<file path="config.mk">
export PLATFORM = sky130hd
export DESIGN_NAME = ssrw_top
export DESIGN_NICKNAME = d
export VERILOG_FILES = /design/src/ssrw_pkg.sv /design/src/ssrw_top.sv
export SDC_FILE = /design/constraint.sdc
export NUM_CORES = 1
export LEC_CHECK = 0
export ABC_AREA = 1
export CORE_AREA = 4 4 97 108
export CTS_CLUSTER_SIZE = 24
export DETAILED_ROUTE_END_ITERATION = 8
export DIE_AREA = 0 0 101 112
export DONT_BUFFER_PORTS = 1
export RECOVER_POWER = 100
export SLEW_MARGIN = 0
export SYNTH_ARGS = -nofsm -noshare
export SYNTH_HDL_FRONTEND = slang
export SYNTH_SLANG_ARGS = --single-unit
</file>
<file path="constraint.sdc">
create_clock -name core_clk -period 5.55 [get_ports core_clk]
set_clock_uncertainty 0.15 [all_clocks]
set_input_delay 1.11 -clock core_clk [delete_from_list [all_inputs] [get_ports core_clk]]
set_output_delay 1.11 -clock core_clk [all_outputs]
set_load 0.01 [all_outputs]
</file>
<file path="src/ssrw_pkg.sv">
// Constants and carriers for the supply supervisor, reset and watchdog block.
// Assumes a single free-running core clock at 40 MHz.
package ssrw_pkg;

  localparam int unsigned CLK_HZ          = 40_000_000;
  localparam int unsigned RESET_HOLD_MS   = 200;
  localparam int unsigned WDOG_TIMEOUT_MS = 1600;
  localparam int unsigned RESET_HOLD_CYC  =
    (CLK_HZ / 1000) * RESET_HOLD_MS;
  localparam int unsigned WDOG_TIMEOUT_CYC =
    (CLK_HZ / 1000) * WDOG_TIMEOUT_MS;
  localparam int unsigned CNT_W = 32;

  // Synchronised comparator flags
  typedef struct packed {
    logic below_reset;
    logic below_supply_warning_n;
    logic below_backup;
  } ssrw_flags_s;

  localparam ssrw_flags_s FLAGS_RST = 3'h0;

  // Synchronised pin levels from the processor side
  typedef struct packed {
    logic kick;
    logic kick_float;
    logic cs_n;
  } ssrw_pins_s;

  // Pin stages reset high so chip select starts deasserted
  localparam ssrw_pins_s PINS_RST = 3'h7;

endpackage

</file>
<file path="src/ssrw_top.sv">
// Supply supervisor: reset generation with hold timer, watchdog,
// low-line warning, chip-enable gating and backup supply selection.
// Assumes comparator flags and pins are asynchronous to core_clk.
//
// Behaviour
// Reset held while supply low, then at least the hold time afterwards.
// Supply dipping low again restarts the reset hold count from zero.
// Kick input steady longer than watchdog timeout causes a timed reset.
// Floating kick input disables watchdog resets; other party leaves it open.
// Active-high reset is always the exact inverse of active-low reset.
// Chip-select output held high whenever the chip-enable gate is off.
// Backup supply chosen only when supply below reset and backup levels.
// Backup above main supply alone causes neither reset nor switchover.
// Low-line warning low while low-line comparator flag reports low.
// Watchdog counter cleared on reset or kick toggle, counts after release.
// Chip-enable path disabled while reset is asserted.
// Timeouts are counters of the internal clock derived from its rate.
// Comparator flags pass synchronising stages before use.
`timescale 1ns/1ps
module ssrw_top #(
  parameter int unsigned RESET_HOLD_CYC   = ssrw_pkg::RESET_HOLD_CYC,
  parameter int unsigned WDOG_TIMEOUT_CYC = ssrw_pkg::WDOG_TIMEOUT_CYC
) (
  input  wire logic core_clk,
  input  wire logic reset,
  input  wire logic below_reset_in,
  input  wire logic below_supply_warning_n_in,
  input  wire logic below_backup_in,
  input  wire logic watchdog_kick_in,
  input  wire logic kick_float_in,
  input  wire logic chip_sel_n_in,
  output logic      reset_out_n,
  output logic      reset_out,
  output logic      supply_warning_n,
  output logic      chip_sel_n_out,
  output logic      backup_select
);

  localparam int W = ssrw_pkg::CNT_W;

  // Three-stage synchronisers; change accepted when stages two and three agree
  logic [2:0] s1_r, s2_r, s3_r;
  logic [2:0] kin_r, kmid_r, kout_r;   // kick, float, chip select
  logic [2:0] raw;
  logic [2:0] kraw;
  ssrw_pkg::ssrw_flags_s flags_r;
  ssrw_pkg::ssrw_pins_s pins_r;

  assign raw  = {below_reset_in, below_supply_warning_n_in, below_backup_in};
  assign kraw = {watchdog_kick_in, kick_float_in, chip_sel_n_in};

  always_ff @(posedge core_clk or posedge reset) begin
    if (reset) begin
      s1_r   <= 3'h0;
      s2_r   <= 3'h0;
      s3_r   <= 3'h0;
      kin_r  <= ssrw_pkg::PINS_RST;
      kmid_r <= ssrw_pkg::PINS_RST;
      kout_r <= ssrw_pkg::PINS_RST;
    end else begin
      s1_r   <= raw;
      s2_r   <= s1_r;
      s3_r   <= s2_r;
      kin_r  <= kraw;
      kmid_r <= kin_r;
      kout_r <= kmid_r;
    end
  end

  always_ff @(posedge core_clk or posedge reset) begin
    if (reset) begin
      flags_r <= ssrw_pkg::FLAGS_RST;
      pins_r  <= ssrw_pkg::PINS_RST;
    end else begin
      for (int i = 0; i < 3; i++) begin
        if (s2_r[i] == s3_r[i])
          flags_r[i] <= s3_r[i];
        if (kmid_r[i] == kout_r[i])
          pins_r[i] <= kout_r[i];
      end
    end
  end

  flag_sync_a: assert property (
    @(posedge core_clk) disable iff (reset)
    (s2_r == s3_r) |=> flags_r == $past(s3_r))
    else $error("agreed comparator level not taken");

  logic kick, kick_float, cs_n;
  assign kick       = pins_r.kick;
  assign kick_float = pins_r.kick_float;
  assign cs_n       = pins_r.cs_n;

  // Reset hold timer
  logic [W-1:0] hold_cnt_r;
  logic [W-1:0] wd_cnt_r;
  logic         kick_prev_r;
  logic         wd_fire;
  logic         rst_act_r;

  assign wd_fire = !rst_act_r && !kick_float &&
                   (wd_cnt_r >= W'(WDOG_TIMEOUT_CYC - 1));

  always_ff @(posedge core_clk or posedge reset) begin
    if (reset) begin
      rst_act_r  <= 1'b1;
      hold_cnt_r <= '0;
    end else if (flags_r.below_reset || wd_fire) begin
      rst_act_r  <= 1'b1;
      hold_cnt_r <= '0;
    end else if (rst_act_r) begin
      if (hold_cnt_r >= W'(RESET_HOLD_CYC - 1)) begin
        rst_act_r  <= 1'b0;
        hold_cnt_r <= '0;
      end else begin
        hold_cnt_r <= hold_cnt_r + W'(1);
      end
    end
  end

  rst_min_hold_a: assert property (
    @(posedge core_clk) disable iff (reset)
    (rst_act_r && hold_cnt_r < W'(RESET_HOLD_CYC - 1)) |=> rst_act_r)
    else $error("reset released before hold time");

  hold_end_a: assert property (
    @(posedge core_clk) disable iff (reset)
    (rst_act_r && !flags_r.below_reset &&
     hold_cnt_r == W'(RESET_HOLD_CYC - 1)) |=> !rst_act_r)
    else $error("reset not released at hold count");

  wd_fire_rst_a: assert property (
    @(posedge core_clk) disable iff (reset)
    wd_fire |-> ##2 !reset_out_n)
    else $error("watchdog timeout did not reset");

  // Watchdog counter
  always_ff @(posedge core_clk or posedge reset) begin
    if (reset) begin
      kick_prev_r <= 1'b1;
      wd_cnt_r    <= '0;
    end else begin
      kick_prev_r <= kick;
      if (rst_act_r || wd_fire || kick != kick_prev_r || kick_float)
        wd_cnt_r <= '0;
      else
        wd_cnt_r <= wd_cnt_r + W'(1);
    end
  end

  wd_count_a: assert property (
    @(posedge core_clk) disable iff (reset)
    (!rst_act_r && !wd_fire && !kick_float && kick == kick_prev_r)
    |=> wd_cnt_r == $past(wd_cnt_r) + W'(1))
    else $error("watchdog count did not advance");

  wd_float_rst_a: assert property (
    @(posedge core_clk) disable iff (reset)
    (kick_float && !rst_act_r && !flags_r.below_reset) |=> !rst_act_r)
    else $error("reset raised while kick input floats");

  // Outputs
  logic gate_open;
  assign gate_open = !rst_act_r;

  always_ff @(posedge core_clk or posedge reset) begin
    if (reset) begin
      reset_out_n      <= 1'b0;
      reset_out        <= 1'b1;
      supply_warning_n <= 1'b0;
      chip_sel_n_out   <= 1'b1;
      backup_select    <= 1'b0;
    end else begin
      reset_out_n      <= !rst_act_r;
      reset_out        <= rst_act_r;
      supply_warning_n <= !flags_r.below_supply_warning_n;
      chip_sel_n_out   <= gate_open ? cs_n : 1'b1;
      backup_select    <= flags_r.below_reset &&
                          flags_r.below_backup;
    end
  end

  cs_pass_a: assert property (
    @(posedge core_clk) disable iff (reset)
    gate_open |=> chip_sel_n_out == $past(cs_n))
    else $error("chip select not passed while gate open");

  backup_on_a: assert property (
    @(posedge core_clk) disable iff (reset)
    (flags_r.below_reset && flags_r.below_backup) |=> backup_select)
    else $error("backup supply not selected");

  // Checks
  rst_inverse_a: assert property (
    @(posedge core_clk) disable iff (reset) reset_out == !reset_out_n)
    else $error("reset outputs not complementary");

  rst_low_a: assert property (
    @(posedge core_clk) disable iff (reset)
    flags_r.below_reset |-> ##2 !reset_out_n)
    else $error("reset not asserted for low supply");

  rst_hold_a: assert property (
    @(posedge core_clk) disable iff (reset)
    (rst_act_r && hold_cnt_r != '0) ##1 flags_r.below_reset
    |=> hold_cnt_r == '0)
    else $error("hold count not restarted");

  cs_gate_a: assert property (
    @(posedge core_clk) disable iff (reset)
    rst_act_r |=> chip_sel_n_out)
    else $error("chip select passed during reset");

  backup_sel_a: assert property (
    @(posedge core_clk) disable iff (reset)
    (flags_r.below_backup && !flags_r.below_reset) |=> !backup_select)
    else $error("switchover without low supply");

  warn_out_a: assert property (
    @(posedge core_clk) disable iff (reset)
    flags_r.below_supply_warning_n |=> !supply_warning_n)
    else $error("warning not driven low");

  wd_clear_a: assert property (
    @(posedge core_clk) disable iff (reset)
    rst_act_r |=> wd_cnt_r == '0)
    else $error("watchdog counted during reset");

  wd_float_a: assert property (
    @(posedge core_clk) disable iff (reset)
    kick_float |-> !wd_fire)
    else $error("watchdog fired while disabled");

endmodule

</file>
==> flow_summary_export.csv <==
group,metric,value,unit
cts,clock-sinks,95,
timing,tns,0,ns
detailed_routing,avgViaCountPerCell,5.09,
timing,setup_violations,0,
detailed_routing,via_count,3425,
cts,cts_max_level,3,
die,floorplan.rows,37,
critical_path,startpoint_type,"flop",
yosys,synth_area,4620,um^2
power,ir_drop,0.000197,V
cts,root_buffer,"clkbuf_8",
final_layout,diodes,0,
power,power_density,248,nW/um^2
grt,antenna_found_initial,0,
placement,dpl.hpwl,5700,um
cts,holdBufCountCts,0,
die,io_pins,13,
final_layout,layout.nets,561,
detailed_routing,drtIter0Drc,167,
timing,slew_headroom,-12.6,%
timing,max_freq,0.303,GHz
power,power.total,1.21,mW
final_layout,area_growth,5.12,%
grt,groute.usage.overall,16.4,%
yosys,synth_cell_type_count,36,
timing,fin_crit_sh,59.4,%
die,start_util,49.7,%
yosys,synth.area.top_cells,"dfrtp_1 43%, nand2_1 9.9%, dfstp_2 9.1%, nand4_1 7.6%, nor2_1 7.4%",
die,die_area,11300,um^2
die,die_h,112,um
outcome,violations,"max-capacitance violations, max-slew violations",
cts,cts_tree,"yes",
placement,gp_congestion,0.874,
detailed_routing,wirelength,8400,um
yosys,avgSynthCellArea,8.43,um^2
outcome,status,"complete, but fails checks",
critical_path,cp_max_fo,48,
critical_path,worst_ep_arrival_time,3.43,ns
cts,cts.clk_slew.worst_paths,0.09,ns
grt,grt_pass1_wl,15000,um
critical_path,cp-end-kind,"flop",
detailed_routing,avgRoutedWirePerCell,12.5,um
detailed_routing,drc,0,
cts,numCtsBuffers,9,
cts,post_cts_buffers,0,
detailed_routing,drt_first_pass_iters,4,
hold_path,hold_class,"reg2reg",
yosys,synth_top_area_share,42.8,%
cts,clock_latency,0.36,ns
timing,finalCriticalPeriod,3.30,ns
grt,grt_pass1_vias,3415,
yosys,synth_area_leader_cell,"dfrtp_1",
grt,grt_overflow,0,
placement,portBuffers,0,
die,core,9310,um^2
detailed_routing,final_antenna_net_count,0,
cts,cts_resized,0,
cts,clockBufferDepth,2,
timing,finalMaxSlewViolations,122,
yosys,ys_ff_latch,95,
timing,final_hold_viol_count,0,
critical_path,required,5.68,ns
final_layout,drive_above_1_share,7.01,%
power,p_leak,2.21,nW
timing,rsz0062_at_grt,"false",
grt,grt_max_degree,73,
final_layout,final_common_cell,"nand2_1",
timing,worstMarginPinSlew,1.69,ns
final_layout,layout_common_cells,"125 x nand2_1, 94 x nor2_1, 79 x dfrtp_1",
yosys,ys_warn_count,0,
yosys,synth.yosys.seq_area_share,51.9,%
critical_path,crit_type,"reg2reg",
flow_run,cap_violations,2,
die,die_w,101,um
yosys,syn_inst,548,
through the flow:
stage / cells / setup WS [ns] / instance area [um^2] / hold WS, ns / utilization, %
after floorplan: 553 / 1.84 / 4640 / 0.181 / -
after global placement: 657 / 3.11 / 4720 / 0.183 / 50.7
after detailed placement: 657 / 3.02 / 4720 / 0.190 / 50.7
after CTS: 673 / 3.00 / 4910 / 0.212 / 52.7
after global routing: 673 / 1.91 / 4860 / 0.219 / 52.2
final: 673 / 2.25 / 4860 / 0.210 / 52.2
flip-flops by register name, summed over array words and instances, names as in the netlist, 3 cells and up:
name        cells
flags_r         3
hold_cnt_r     32
kin_r           3
kmid_r          3
kout_r          3
s1_r            3
s2_r            3
s3_r            3
wd_cnt_r       32
worst max-delay path: stages, from the launching register on:
cell and delay [ns]:
dfrtp_1 0.42, ha_1 0.22, nand2_1 0.08, nor2_1 0.10, nand3_2 0.10, nand2_1 0.06, nand2_1 0.09, nand2_1 0.07
nand2_1 1.09, nand3_1 0.58, nor2_1 0.24
logic make-up (layout without fill, tap and decap cells):
group / count (synthesis) / after routing / share of synthesized area, %
adders and majority gates: 8 / 8 / 1.84
other: 1 / 6 / 0.0811
and+or+nand+nor: 320 / 320 / 31.8
buffers and inverters: 81 / 84 / 7.25
DFF: 95 / 95 / 51.9
xor gates and xnor gates: 27 / 27 / 5.12
AOI/OAI and AO/OA: 16 / 16 / 2.00
area by class of cell:
cell class	count	area, um^2
fillers	878	4450
flip-flops and latches	95	2400
clock buffers	10	128
clock inverters	6	61.3
inverters	66	249
multi-input cells	377	1860
well taps	117	146
repair buffers	2	12.5
path summary, 6_finish.rpt:
kind,start,to,depth (start not counted),slack [ns]
worst max-delay path,wd_cnt_r[0],hold_cnt_r[27],10,2.25
worst min-delay path,s1_r[2],s2_r[2],0,0.21
worst max register to register,wd_cnt_r[0],hold_cnt_r[27],10,2.25
worst min register to register,s1_r[2],s2_r[2],0,0.21
max in group asynchronous,reset,wd_cnt_r[19],2,2.45
min in group asynchronous,reset,hold_cnt_r[22],1,0.65
where the power goes:
part | switching, mW | internal, mW
Sequential | 0.0122 | 0.715
Combinational | 0.0296 | 0.00989
Clock | 0.262 | 0.177
routing by layer:
| layer | vias up | global-route usage, % | routed length [um] |
|---|---|---|---|
| met3 | 14 | 3.20 | 235 |
| met2 | 38 | 26.2 | 3890 |
| li1 | 1764 | - | - |
| met5 | - | 0 | 0 |
| met1 | 1609 | 21.1 | 4050 |
| met4 | 0 | 7.89 | 221 |
synthesized netlist by cell type:
| master | n |
|---|---|
| conb_1 | 1 |
| nand2_1 | 122 |
| a21oi_2 | 2 |
| nand3_1 | 23 |
| xnor2_1 | 6 |
| dfstp_2 | 16 |
| maj3_1 | 6 |
| inv_2 | 2 |
| xor2_1 | 21 |
| nand4_1 | 56 |
| nand3_4 | 1 |
| nor2_2 | 5 |
| o31ai_1 | 1 |
| buf_6 | 3 |
| nor2_1 | 91 |
| a21oi_1 | 8 |
| ha_1 | 2 |
| clkinv_1 | 1 |
| and3_1 | 1 |
| nand3b_1 | 1 |
| nor3_2 | 1 |
| a31oi_1 | 2 |
| buf_2 | 4 |
| dfrtp_1 | 79 |
| nand2_2 | 3 |
| nor3b_1 | 1 |
| clkbuf_1 | 6 |
| o21ai_0 | 3 |
| nor3_1 | 9 |
| buf_1 | 1 |
| nand3_2 | 1 |
| buf_4 | 1 |
| nor2_4 | 3 |
| or2_2 | 1 |
| inv_1 | 63 |
| nand4_2 | 1 |
No activity file was read; power rests on OpenSTA's default activity.
